<file path="config.mk">
export PLATFORM = sky130hd
export DESIGN_NAME = cal_device_flat
export DESIGN_NICKNAME = d
export VERILOG_FILES = /design/src/inc/cal_pkg.sv /design/src/inc/cal_if.sv /design/src/rtl/cal_device.sv /design/src/flat_wrapper.sv
export VERILOG_INCLUDE_DIRS = /design/src /design/src/inc
export SDC_FILE = /design/constraint.sdc
export NUM_CORES = 1
export LEC_CHECK = 0
export BUFFER_PORTS_ARGS = -buffer_cell sky130_fd_sc_hd__buf_2
export CORE_UTILIZATION = 53
export CTS_BUF_LIST = sky130_fd_sc_hd__clkbuf_16
export DETAILED_ROUTE_END_ITERATION = 8
export GPL_ROUTABILITY_DRIVEN = 0
export GPL_TIMING_DRIVEN = 0
export PLACE_DENSITY = 0.85
export SYNTH_ARGS = -nofsm -noshare
export SYNTH_HDL_FRONTEND = slang
export SYNTH_SLANG_ARGS = --single-unit
</file>
<file path="constraint.sdc">
create_clock -name sys_clk -period 7.9 [get_ports sys_clk]
set_input_delay 0.395 -clock sys_clk [delete_from_list [all_inputs] [get_ports sys_clk]]
set_output_delay 0.395 -clock sys_clk [all_outputs]
set_load 0.05 [all_outputs]
</file>
<file path="src/inc/cal_cfg.svh">
// Constants shared by both ends of the chip-select to command latency link
`ifndef CAL_CFG_SVH
`define CAL_CFG_SVH

// ----------------------------------------------------------------
// Link field widths
// ----------------------------------------------------------------
`define CMD_W 3
`define ADDR_W 14
`define BA_W 2

// ----------------------------------------------------------------
// Command codes and mode register selection
// ----------------------------------------------------------------
`define CMD_DESELECT 3'h0
`define CMD_MODESET 3'h1
`define BA_MODE_REG_ONE 2'h1

// ----------------------------------------------------------------
// Latency field inside mode_register_one
// ----------------------------------------------------------------
`define CAL_LSB 0
`define CAL_W 3
`define CAL_RESET 3'h0
`define MR1_RESET 14'h0000
`define HIST_W 8

// ----------------------------------------------------------------
// Timing
// ----------------------------------------------------------------
`define CLK_PERIOD_NS 10
`define MODESET_UPDATE_NS 240
`define MODESET_UPDATE_CYC ((`MODESET_UPDATE_NS + `CLK_PERIOD_NS - 1) / `CLK_PERIOD_NS)
`define WAIT_W 6

`endif

</file>
<file path="src/inc/cal_pkg.sv">
// Types and helpers shared by both ends of the latency link
package cal_pkg;
    `include "cal_cfg.svh"

    typedef logic [`CMD_W-1:0] cmd_code_t;
    typedef logic [`ADDR_W-1:0] addr_t;
    typedef logic [`BA_W-1:0] ba_t;
    typedef logic [`CAL_W-1:0] cal_t;
    typedef logic [`WAIT_W-1:0] wait_t;

    // Latency field of a mode_register_one write
    function automatic cal_t cal_from_addr(input addr_t a);
        cal_from_addr = a[`CAL_LSB +: `CAL_W];
    endfunction

    // Mode-set recovery: update delay plus the latency in force
    function automatic wait_t modeset_wait(input cal_t c);
        modeset_wait = wait_t'(`MODESET_UPDATE_CYC) + wait_t'(c);
    endfunction

    // True for a write of mode_register_one
    function automatic logic is_mr1_write(input cmd_code_t c, input ba_t b);
        is_mr1_write = (c == `CMD_MODESET) && (b == `BA_MODE_REG_ONE);
    endfunction
endpackage

</file>
<file path="src/inc/cal_if.sv">
// Command and address link between controller and memory device
`timescale 1ns/1ns
interface cal_if;
    import cal_pkg::*;
    logic cs_n;
    cmd_code_t cmd;
    addr_t addr;
    ba_t ba;
    logic odt;

    modport device (input cs_n, input cmd, input addr, input ba, input odt);
    modport host (output cs_n, output cmd, output addr, output ba, output odt);
endinterface

</file>
<file path="src/rtl/cal_device.sv">
// Device end: delayed command capture, receiver gating and mode-set recovery
// Summary of operation
// [RULE1] Capture command the programmed cycles after select
// [RULE2] Mode register write switches latency on, off
// [RULE3] Latency value is whole clock cycles
// [RULE4] Select low starts enabling command receivers
// [RULE5] Receivers off after capture if select high
// [RULE6] Receivers stay on through consecutive selects
// [RULE7] Next command waits update delay plus latency
// [RULE8] Next mode write waits update delay plus latency
// [RULE9] Recovery uses the newly programmed latency
// [RULE10] Termination timing unchanged by latency
// [RULE11] Base update delay precedes any valid command
// [RULE12] Latency off: same-edge capture, receivers always on
`timescale 1ns/1ns
module cal_device import cal_pkg::*; (
    input wire logic sys_clk,            // System clock
    input wire logic rst,                // Async reset, active high
    cal_if.device link,                  // Link from controller
    output logic cmd_valid,              // Captured command strobe
    output cmd_code_t cmd_code,          // Captured command code
    output addr_t cmd_addr,              // Captured address
    output ba_t cmd_ba,                  // Captured register select
    output logic rx_enable,              // Command receivers powered
    output logic odt_active,             // Termination control
    output cal_t cal_value,              // Latency in force
    output logic cal_on,                 // Latency feature enabled
    output logic modeset_busy,           // Mode-set recovery running
    output logic early_cmd               // Command inside recovery window
);

    // ----------------------------------------------------------------
    // State
    // ----------------------------------------------------------------
    logic [`HIST_W-1:0] hist_reg, hist_next;
    addr_t mr1_reg, mr1_next;
    logic valid_reg, valid_next;
    cmd_code_t code_reg, code_next;
    addr_t addr_reg, addr_next;
    ba_t ba_reg, ba_next;
    logic rx_reg, rx_next;
    logic odt_reg, odt_next;
    wait_t busy_reg, busy_next;
    logic early_reg, early_next;
    logic capture;
    logic [`HIST_W-1:0] pending_mask;
    logic [`HIST_W-1:0] hist_kept;
    cal_t cal_now;
    cal_t cal_new;

    // ----------------------------------------------------------------
    // Capture decision
    // ----------------------------------------------------------------

    // Latency taken from stored mode register, in clocks
    assign cal_now = cal_from_addr(mr1_reg); // see [RULE3]

    // Capture edge: same edge when off, else delayed by latency
    always_comb begin
        if (cal_now == `CAL_RESET) begin
            capture = ~link.cs_n; // see [RULE12]
        end else begin
            capture = hist_reg[cal_now - 3'h1]; // see [RULE1]
        end
    end

    // Selects still waiting for their command after this edge
    always_comb begin
        pending_mask = '0;
        for (int k = 0; k < `HIST_W; k++) begin
            if (k + 1 <= int'(cal_now)) begin
                pending_mask[k] = 1'b1;
            end
        end
    end

    // ----------------------------------------------------------------
    // Next state
    // ----------------------------------------------------------------

    // Select history, capture, mode register and receiver gating
    always_comb begin
        // Retire the select served at this edge
        hist_kept = hist_reg;
        if (cal_now != `CAL_RESET) begin
            hist_kept[cal_now - 3'h1] = 1'b0;
        end
        // Same-edge selects are not recorded
        hist_next = {hist_kept[`HIST_W-2:0], ~link.cs_n & (cal_now != `CAL_RESET)};
        mr1_next = mr1_reg;
        valid_next = capture;
        code_next = code_reg;
        addr_next = addr_reg;
        ba_next = ba_reg;
        cal_new = cal_now;
        busy_next = (busy_reg != '0) ? busy_reg - wait_t'(1) : busy_reg;
        early_next = 1'b0;
        if (capture) begin
            code_next = link.cmd; // see [RULE1]
            addr_next = link.addr;
            ba_next = link.ba;
            early_next = (busy_reg != '0) && (link.cmd != `CMD_DESELECT); // see [RULE7]
            if (is_mr1_write(link.cmd, link.ba)) begin
                mr1_next = link.addr; // see [RULE2]
                cal_new = cal_from_addr(link.addr);
            end
            if (link.cmd == `CMD_MODESET) begin
                // Recovery sized with the latency in force after this write
                if (cal_new != `CAL_RESET) begin
                    busy_next = modeset_wait(cal_new); // see [RULE8] see [RULE9]
                end else begin
                    busy_next = wait_t'(`MODESET_UPDATE_CYC); // see [RULE11]
                end
            end
        end
        // Receivers: always on when off, else while selects are pending
        if (cal_from_addr(mr1_next) == `CAL_RESET) begin
            rx_next = 1'b1; // see [RULE12]
        end else begin
            rx_next = ~link.cs_n // see [RULE4] see [RULE6]
                | (|(hist_next & pending_mask)); // see [RULE5]
        end
        // Termination follows the pin with no latency added
        odt_next = link.odt; // see [RULE10]
    end

    // ----------------------------------------------------------------
    // Registers
    // ----------------------------------------------------------------

    // Register all state
    always_ff @(posedge sys_clk or posedge rst) begin
        if (rst) begin
            hist_reg <= '0;
            mr1_reg <= `MR1_RESET;
            valid_reg <= 1'b0;
            code_reg <= `CMD_DESELECT;
            addr_reg <= '0;
            ba_reg <= '0;
            rx_reg <= 1'b1;
            odt_reg <= 1'b0;
            busy_reg <= '0;
            early_reg <= 1'b0;
        end else begin
            hist_reg <= hist_next;
            mr1_reg <= mr1_next;
            valid_reg <= valid_next;
            code_reg <= code_next;
            addr_reg <= addr_next;
            ba_reg <= ba_next;
            rx_reg <= rx_next;
            odt_reg <= odt_next;
            busy_reg <= busy_next;
            early_reg <= early_next;
        end
    end

    // ----------------------------------------------------------------
    // Outputs
    // ----------------------------------------------------------------

    // Outputs from flops; cal_on and modeset_busy decoded from register values
    assign cmd_valid = valid_reg;
    assign cmd_code = code_reg;
    assign cmd_addr = addr_reg;
    assign cmd_ba = ba_reg;
    assign rx_enable = rx_reg;
    assign odt_active = odt_reg;
    assign cal_value = cal_now;
    assign cal_on = (cal_now != `CAL_RESET);
    assign modeset_busy = (busy_reg != '0);
    assign early_cmd = early_reg;

endmodule // cal_device

</file>
<file path="src/flat_wrapper.sv">
// flat-port wrapper written by rule: the top's interface ports become plain ports
module cal_device_flat import cal_pkg::*;
  (sys_clk, rst, cmd_valid, cmd_code, cmd_addr, cmd_ba, rx_enable, odt_active, cal_value, cal_on, modeset_busy, early_cmd, link_cs_n, link_cmd, link_addr, link_ba, link_odt);
  cal_if link_i ();
  input wire logic sys_clk;
  input wire logic rst;
  output logic cmd_valid;
  output cmd_code_t cmd_code;
  output addr_t cmd_addr;
  output ba_t cmd_ba;
  output logic rx_enable;
  output logic odt_active;
  output cal_t cal_value;
  output logic cal_on;
  output logic modeset_busy;
  output logic early_cmd;
  input wire logic [$bits(link_i.cs_n)-1:0] link_cs_n;
  input wire logic [$bits(link_i.cmd)-1:0] link_cmd;
  input wire logic [$bits(link_i.addr)-1:0] link_addr;
  input wire logic [$bits(link_i.ba)-1:0] link_ba;
  input wire logic [$bits(link_i.odt)-1:0] link_odt;
  assign link_i.cs_n = link_cs_n;
  assign link_i.cmd = link_cmd;
  assign link_i.addr = link_addr;
  assign link_i.ba = link_ba;
  assign link_i.odt = link_odt;
  cal_device u_core (.sys_clk(sys_clk), .rst(rst), .link(link_i), .cmd_valid(cmd_valid), .cmd_code(cmd_code), .cmd_addr(cmd_addr), .cmd_ba(cmd_ba), .rx_enable(rx_enable), .odt_active(odt_active), .cal_value(cal_value), .cal_on(cal_on), .modeset_busy(modeset_busy), .early_cmd(early_cmd));
endmodule
</file>
==> impl_metrics.csv, run 1 <==
group,metric,value,unit
outcome,outcome,"finished clean",
routing,drcViolationCount,0,
clock_tree,clk_pin_slew,0.05,ns
logic_synthesis,synth.distinct_cells,42,
logic_synthesis,dominantRegCellSynth,"dfrtp_1",
routing,vias,1423,
logic_synthesis,yosysSeqAreaShare,50.1,%
critical_path,path_cells,"clkbuf_1 -> inv_1 -> ha_1 -> xnor2_1 -> nor2_1 -> a221o_1 -> buf_6 -> buf_6 -> mux2_4",
critical_path,critPathCaptureType,"flip-flop",
global_route,overflow,0,
sta,setup_viol,0,
global_route,grtUsageTotal,23.3,%
critical_path,cp.arrival,3.23,ns
clock_tree,cts_setup_buffers,0,
logic_synthesis,synth_top_area_share,48.8,%
global_route,grt_pass1_vias,1463,
routing,first_iter_violations,80,
logic_synthesis,async_flop_share,100,%
finish,largest_register_ff_count,14,
clock_tree,root_buffer,"clkbuf_16",
sta,relSlewSlack,46.1,%
finish,nFillCells,273,
placed_design,place_area,2310,um2
floorplanning,die_y,63.5,um
critical_path,cp_data_required_time,8.06,ns
floorplanning,std_cell_rows,21,
floorplanning,start_util,57.7,%
logic_synthesis,ys_top_cells_by_area,"dfrtp_1 49%, mux2_4 15%, mux2i_1 3.5%",
clock_tree,hold_buffers,0,
logic_synthesis,yosysWarningCount,0,
finish,synthToLayoutAreaGrowth,23.6,%
logic_synthesis,synth-edff-count,0,
logic_synthesis,synth_top_family_by_area,"multiplexers",
floorplanning,fp.coreArea,3470,um2
critical_path,slowest_stage,"dfrtp_1",
logic_synthesis,synth_nets,182,
sta,period_minus_slack,3.07,ns
routing,wl_per_cell,16.2,um
finish,fin_nets,239,
floorplanning,num_io_pins,51,
sta,hold_viol_final,0,
run,drv_cap,0,
placed_design,dp.final_hpwl,2980,um
logic_synthesis,synth_fa_ha_area_share,3.13,%
critical_path,crit_path_start_kind,"flip-flop",
logic_synthesis,syn_area_per_cell,13.0,um2
clock_tree,cts_buffer_depth,2,
critical_path,path_common_cell,"buf_6",
clock_tree,clock_latency,0.28,ns
clock_tree,cts_buffers,5,
finish,fin_cells,258,
finish,layout-drive-gt1-share,42.0,%
routing,viasPerCell,5.52,
sta,finalSetupTns,0,ns
critical_path,criticalPathCategory,"flip-flop to flip-flop",
routing,ant_nets,0,
logic_synthesis,synthCells,154,
global_route,antenna_found_initial,0,
global_route,grt_max_degree,41,
sta,rsz0062_at_grt,"false",
placed_design,placed_cells,250,
sta,fin_crit_sh,38.8,%
clock_tree,cts_resized,0,
finish,design_area,2470,um2
logic_synthesis,syn_area,2000,um2
floorplanning,dieArea,4030,um2
clock_tree,htreeDepth,2,
logic_synthesis,synth-compound-area-share,8.94,%
logic_synthesis,synthXorXnorAreaFrac,0.875,%
routing,dr.pass1.iters,4,
hold_path,hp-class,"input pin to flip-flop",
logic_synthesis,yosys.area_share.simple,10.8,%
sta,fmax,326,MHz
sta,drv_slew,0,
routing,wl,4170,um
logic_synthesis,yosys.area.top_type,"dfrtp_1",
global_route,grt_pass1_wl,6970,um
sta,skew,0.00708,ns
placed_design,io_buffers,50,
logic_synthesis,synth-seq-cells,40,
finish,diodes,0,
clock_tree,cts_tree,"done",
critical_path,r2r_slack,4.83,ns
critical_path,critPathMaxFanout,10,
critical_path,cp_slowest_stage_delay,0.51,ns
logic_synthesis,synthMuxAreaShare,22.6,%
clock_tree,clock_sinks,40,
sta,max_slew.worst_pin.slew,0.807,ns
floorplanning,fp.dieW,63.5,um
==> logic make-up (layout without fill, tap and decap cells) <==
logic type,after synthesis,count (layout)
AND/OR/NAND/NOR,39,39
buffers and inverters,13,71
flip-flops,40,40
AO/OA/AOI/OAI,23,23
XOR/XNOR,2,2
multiplexers,32,32
adder cells (fa/ha/maj),5,5
==> metrics by stage <==
step / setup slack, ns / utilization (%) / hold WS, ns
3_3_place_gp: 4.88 / 66.6 / 0.468
5_1_grt: 4.55 / 71.3 / 0.220
3_5_place_dp: 4.87 / 66.6 / 0.476
2_1_floorplan: 4.90 / - / 0.426
6_report: 4.83 / 71.3 / 0.222
4_1_cts: 4.84 / 71.3 / 0.219
==> cell usage in the layout, fill, tap and decap left out, drive strengths merged, types with 4 or more instances in the layout <==
cell and instances:
nand3 6, dfrtp 39, inv 9, nor2 8
mux2i 7, a31oi 4, nand2 8, mux2 23
buf 54, ha 5, a21boi 6, clkbuf 6
==> path summary, 6_finish.rpt <==
kind	from	end	cells past startpoint
hold reg to reg	u_core.cmd_addr[12]	u_core.cmd_addr[12]	1
setup reg to reg	u_core.mr1_reg[0]	u_core.cmd_addr[4]	9
hold / removal	link_odt	u_core.odt_active	1
max in group asynchronous	rst	u_core.cmd_addr[2]	2
setup / recovery	u_core.mr1_reg[0]	u_core.cmd_addr[4]	9
min in group asynchronous	rst	u_core.cmd_addr[12]	2
==> routing by layer <==
metal,wire (um),track usage (%),part of all wire (%)
met5,0,0,0
met4,45,6.53,1.1
met3,182,7.61,4.4
met2,2140,40.4,51
met1,1810,27.3,43
==> synthesized netlist by cell type (2+ instances only) <==
library cell	n
nor3_1	2
nand2_1	8
nand4b_1	2
o311a_1	2
nand3_1	5
nand4_1	2
and2_1	2
nor2b_1	3
mux2_1	2
and4b_1	2
nor2_1	8
o21ai_0	2
dfrtp_1	39
a21boi_1	6
a31oi_1	4
inv_1	7
mux2_4	20
mux2i_1	7
ha_1	5
buf_6	3
xnor2_1	2
==> worst max-delay path, delay by kind of cell (launching register included) <==
kind	cells	cell delay, ns
muxes	1	0.30
DFF	1	0.51
buffers and inverters	4	0.89
xor gates and xnor gates	1	0.43
AOI/OAI and AO/OA	1	0.36
adders and majority gates	1	0.30
and+or+nand+nor	1	0.16
==> layout make-up <==
| cell class | instances | area [um2] | share of cell area, % |
|---|---|---|---|
| Multi-Input combinational cell | 101 | 927 | 37.5 |
| Sequential cell | 40 | 1000 | 40.5 |
| Clock inverter | 3 | 38.8 | 1.57 |
| Timing Repair Buffer | 50 | 250 | 10.1 |
| Clock buffer | 5 | 125 | 5.06 |
| Tap cell | 46 | 57.6 | 2.33 |
| Inverter | 8 | 30.0 | 1.21 |
| Buffer | 5 | 42.5 | 1.72 |
Power of run 1 is left out: the tool's default activity adds up to more than one toggle a clock period on the data nets, which glitch-free logic cannot reach.
==> run 2, diff against run 1 <==
--- a/config.mk
+++ b/config.mk
@@ -7,12 +7,12 @@
 export NUM_CORES = 1
 export LEC_CHECK = 0
 export BUFFER_PORTS_ARGS = -buffer_cell sky130_fd_sc_hd__buf_2
-export CORE_UTILIZATION = 53
+export CORE_UTILIZATION = 47
 export CTS_BUF_LIST = sky130_fd_sc_hd__clkbuf_16
 export DETAILED_ROUTE_END_ITERATION = 8
 export GPL_ROUTABILITY_DRIVEN = 0
 export GPL_TIMING_DRIVEN = 0
-export PLACE_DENSITY = 0.85
+export PLACE_DENSITY = 0.8
 export SYNTH_ARGS = -nofsm -noshare
 export SYNTH_HDL_FRONTEND = slang
 export SYNTH_SLANG_ARGS = --single-unit
==> constraint.sdc (replaced) <==
create_clock -name sys_clk -period 2.5 [get_ports sys_clk]
set_input_delay 0.125 -clock sys_clk [delete_from_list [all_inputs] [get_ports sys_clk]]
set_output_delay 0.125 -clock sys_clk [all_outputs]
set_load 0.05 [all_outputs]
==> impl_metrics.csv, run 2 (synthesis results as in run 1) <==
group,metric,value,unit
routing,dr.pass1.iters,5,
placed_design,io_buffers,50,
finish,multi_input_area,950,um2
finish,fin_nets,242,
clock_tree,htreeDepth,2,
sta,relSlewSlack,46.3,%
clock_tree,cts_tree,"done",
critical_path,critPathCaptureType,"flip-flop",
finish,ff_latch_area,1000,um2
hold_path,hp-class,"input pin to asynchronous set/reset pin",
sta,max_slew.worst_pin.slew,0.804,ns
sta,skew,0.00672,ns
global_route,grt_pass1_wl,6630,um
critical_path,cp_data_required_time,2.66,ns
clock_tree,cts_resized,0,
outcome,outcome,"complete, but fails checks",
finish,synthToLayoutAreaGrowth,27.4,%
routing,viasPerCell,5.42,
finish,most-common-layout-cells,"51 x buf_2, 37 x dfrtp_1, 20 x mux2_4, 8 x nor2_1, 8 x nand2_1",
finish,largest_register_ff_count,14,
routing,vias,1437,
global_route,grt_util_met1,24.9,%
placed_design,dp.final_hpwl,2960,um
routing,wl,4210,um
sta,setup_viol,0,
finish,nFillCells,325,
sta,fmax,418,MHz
clock_tree,clock_latency,0.28,ns
floorplanning,num_io_pins,51,
critical_path,critPathMaxFanout,10,
critical_path,cp.arrival,2.55,ns
floorplanning,fp.dieW,67.3,um
finish,mostFrequentLayoutCell,"buf_2",
sta,hold_viol_final,13,
floorplanning,fp.coreArea,4060,um2
clock_tree,clk_pin_slew,0.06,ns
clock_tree,root_buffer,"clkbuf_16",
outcome,violations,"negative hold slack",
routing,first_iter_violations,62,
routing,drcViolationCount,0,
floorplanning,std_cell_rows,23,
routing,ant_nets,0,
routing,wl_per_cell,15.9,um
floorplanning,die_y,67.3,um
floorplanning,dieArea,4520,um2
sta,hold_slack,-0.00502,ns
finish,diodes,0,
global_route,busiest_layer,"met2",
global_route,antenna_found_initial,0,
global_route,overflow,0,
sta,fin_crit_sh,95.7,%
clock_tree,clock_sinks,40,
global_route,grt_use_met3,6.25,%
finish,layout-drive-gt1-share,46.0,%
run,drv_cap,0,
global_route,grtUsageTotal,20.1,%
sta,drv_slew,0,
global_route,grt_max_degree,41,
critical_path,criticalPathCategory,"flip-flop to flip-flop",
global_route,met2_usage,33.6,%
clock_tree,cts_buffer_depth,2,
sta,period_minus_slack,2.39,ns
floorplanning,start_util,49.3,%
sta,rsz0062_at_grt,"false",
sta,finalSetupTns,0,ns
global_route,grt_pass1_vias,1390,
critical_path,crit_path_start_kind,"flip-flop",
clock_tree,cts_buffers,5,
-- run 2: changes by cell type in the layout (fill, tap and decap cells not counted), sizes merged --
cell,delta
buf,+2
clkinvlp,+1
clkinv,-1
dlygate4sd3,+1
-- run 2: repair_timing --
action                     4_1_cts  5_1_grt
gates cloned                     0        0
pin swaps                        1        0
hold endpoints to repair         1        0
hold buffers                     1        0
buffers inserted                 1        1
setup endpoints to repair       20       21
-- run 2: path summary, 6_finish.rpt --
check | from | to | slack [ns] | depth (start not counted)
max | u_core.mr1_reg[0] | u_core.cmd_addr[0] | 0.11 | 9
min | rst | u_core.hist_reg[0] | -0.005 | 2
max reg2reg | u_core.mr1_reg[0] | u_core.cmd_addr[0] | 0.11 | 9
min reg2reg | u_core.cmd_addr[12] | u_core.cmd_addr[12] | 0.48 | 1
max in group asynchronous | rst | u_core.mr1_reg[1] | 1.95 | 2
min in group sys_clk | link_cs_n | u_core.hist_reg[0] | 0 | 2
-- run 2: layout make-up --
cell class / instances / share of cell area, %
flip-flops and latches: 40 / 39.4
multi-input cells: 101 / 37.2
repair buffers: 53 / 10.8
clock buffers: 5 / 4.90
well taps: 50 / 2.45
plain buffers: 5 / 2.06
clock inverters: 3 / 1.81
inverters: 8 / 1.37
-- run 2: layer usage --
metal / part of all wire [%] / routed length [um]
met1: 43 / 1820
met2: 52 / 2180
met3: 3.7 / 157
met4: 1.1 / 48
met5: 0 / 0
-- run 2: through the flow --
| step | instances | hold slack (ns) | setup WS (ns) | cell area [um2] | util [%] |
|---|---|---|---|---|---|
| after floorplan | 154 | 0.156 | -0.0384 | 2040 | - |
| after global placement | 254 | 0.236 | 0.00142 | 2350 | 58.0 |
| after detailed placement | 254 | 0.235 | -0.00508 | 2350 | 58.0 |
| after CTS | 264 | 0.00196 | 0.00390 | 2540 | 62.7 |
| after global routing | 265 | 0.0116 | 0.00321 | 2550 | 62.9 |
| final | 265 | -0.00502 | 0.107 | 2550 | 62.9 |
-- run 2: critical path, stage by stage (launching register included) --
cell	delay, ns
dfrtp_2	0.39
clkbuf_8	0.18
inv_6	0.05
ha_4	0.30
mux4_2	0.28
and3_1	0.19
a221o_1	0.27
buf_6	0.15
buf_6	0.15
mux2_4	0.30
Power of run 2 is left out for the same reason.
==> run 3, diff against run 2 <==
--- a/config.mk
+++ b/config.mk
@@ -12,7 +12,7 @@
 export DETAILED_ROUTE_END_ITERATION = 8
 export GPL_ROUTABILITY_DRIVEN = 0
 export GPL_TIMING_DRIVEN = 0
-export PLACE_DENSITY = 0.8
+export PLACE_DENSITY_LB_ADDON = 0.15
 export SYNTH_ARGS = -nofsm -noshare
 export SYNTH_HDL_FRONTEND = slang
 export SYNTH_SLANG_ARGS = --single-unit
==> impl_metrics.csv, run 3 (synthesis results as in run 1) <==
group,metric,value,unit
finish,most-common-layout-cells,"51 x buf_2, 37 x dfrtp_1, 20 x mux2_4, 8 x nor2_1, 8 x nand2_1",
critical_path,cp_slowest_stage_delay,0.47,ns
floorplanning,start_util,49.3,%
routing,vias,1449,
critical_path,crit_path_start_kind,"flip-flop",
global_route,overflow,0,
floorplanning,fp.dieW,67.3,um
finish,synthToLayoutAreaGrowth,25.6,%
clock_tree,cts_tree,"done",
routing,dr.pass1.iters,4,
sta,fin_crit_sh,96.4,%
floorplanning,fp.coreArea,4060,um2
hold_path,hp-class,"input pin to flip-flop",
clock_tree,cts_buffers,5,
routing,first_iter_violations,61,
run,drv_cap,0,
finish,mostFrequentLayoutCell,"buf_2",
routing,wl_per_cell,16.0,um
outcome,outcome,"finished clean",
placed_design,dp.final_hpwl,2990,um
floorplanning,die_y,67.3,um
sta,max_slew.worst_pin.slew,0.839,ns
sta,finalSetupTns,0,ns
clock_tree,clock_latency,0.28,ns
floorplanning,std_cell_rows,23,
critical_path,cp_data_required_time,2.66,ns
clock_tree,clock_sinks,40,
sta,drv_slew,0,
critical_path,cp_num_buf_inv,3,
sta,rsz0062_at_grt,"false",
sta,fmax,415,MHz
sta,hold_viol_final,0,
global_route,grt_pass1_vias,1414,
global_route,grt_pass1_wl,6830,um
finish,post-route-util,61.9,%
critical_path,critPathCaptureType,"flip-flop",
placed_design,placed_cells,254,
global_route,grt_max_degree,41,
finish,fin_nets,242,
clock_tree,cts_resized,0,
critical_path,path_cells,"inv_1 -> ha_4 -> mux4_2 -> and3_1 -> a221o_1 -> buf_6 -> buf_6 -> mux2_4",
clock_tree,root_buffer,"clkbuf_16",
critical_path,slowest_stage,"dfrtp_2",
critical_path,path_common_cell,"buf_6",
sta,period_minus_slack,2.41,ns
critical_path,criticalPathCategory,"flip-flop to flip-flop",
placed_design,io_buffers,50,
finish,fin_cells,264,
sta,hold_slack,0.0110,ns
floorplanning,dieArea,4520,um2
finish,diodes,0,
routing,drcViolationCount,0,
floorplanning,num_io_pins,51,
global_route,antenna_found_initial,0,
routing,wl,4230,um
sta,skew,0.00510,ns
routing,viasPerCell,5.49,
critical_path,critPathMaxFanout,10,
finish,layout-drive-gt1-share,45.3,%
routing,ant_nets,0,
sta,relSlewSlack,44.0,%
critical_path,cp.arrival,2.57,ns
clock_tree,htreeDepth,2,
clock_tree,cts_buffer_depth,2,
sta,setup_viol,0,
global_route,grtUsageTotal,20.6,%
finish,largest_register_ff_count,14,
critical_path,crit_family,"multiplexers",
clock_tree,clk_pin_slew,0.05,ns
==> run 3: cell count changes in the layout (fill, tap and decap cells not counted) <==
cell        change
inv_6           -1
bufinv_16       -1
clkinv_2        +1
clkinvlp_4      -1
inv_1           +1
==> run 3: worst reg2reg max path, cell delays in order (launching register included) <==
cell	delay, ns
dfrtp_2	0.47
inv_1	0.12
ha_4	0.32
mux4_2	0.30
and3_1	0.20
a221o_1	0.28
buf_6	0.15
buf_6	0.16
mux2_4	0.30
==> run 3: metal layers <==
metal	global-route usage, %	vias to the layer above	wire [um]
li1	-	681	-
met3	5.24	6	180
met4	7.71	0	43
met1	26.3	713	1860
met2	33.4	49	2150
met5	0	-	0
==> run 3: final timing paths <==
| check | from | end | slack (ns) | cells after the start |
|---|---|---|---|---|
| setup / recovery | u_core.mr1_reg[1] | u_core.cmd_addr[7] | 0.09 | 8 |
| hold reg to reg | u_core.cmd_addr[12] | u_core.cmd_addr[12] | 0.49 | 1 |
| hold / removal | link_cs_n | u_core.hist_reg[0] | 0.01 | 2 |
| min in group asynchronous | rst | u_core.cmd_addr[9] | 0.02 | 2 |
| setup reg to reg | u_core.mr1_reg[1] | u_core.cmd_addr[7] | 0.09 | 8 |
| max in group asynchronous | rst | u_core.mr1_reg[0] | 1.90 | 2 |
==> run 3: final cells by class <==
type	instances	area [um2]
clock inverters	2	8.76
inverters	8	35.0
repair buffers	53	275
well taps	50	62.6
plain buffers	5	52.6
multi-input cells	101	950
flip-flops and latches	40	1000
clock buffers	5	125
fillers	322	1540
==> run 3: stage by stage <==
| step | area (um2) | setup WS [ns] |
|---|---|---|
| after floorplan | 2040 | -0.0384 |
| after global placement | 2350 | 0.0368 |
| after detailed placement | 2350 | -0.0206 |
| after CTS | 2510 | 0.0899 |
| after global routing | 2510 | 0.0182 |
| final | 2510 | 0.0889 |
==> run 3: repair_timing <==
action,4_1_cts,5_1_grt
setup buffers,2,0
setup endpoints to repair,20,0
hold endpoints to repair,1,0
hold buffers,1,0
Power of run 3 is left out for the same reason.
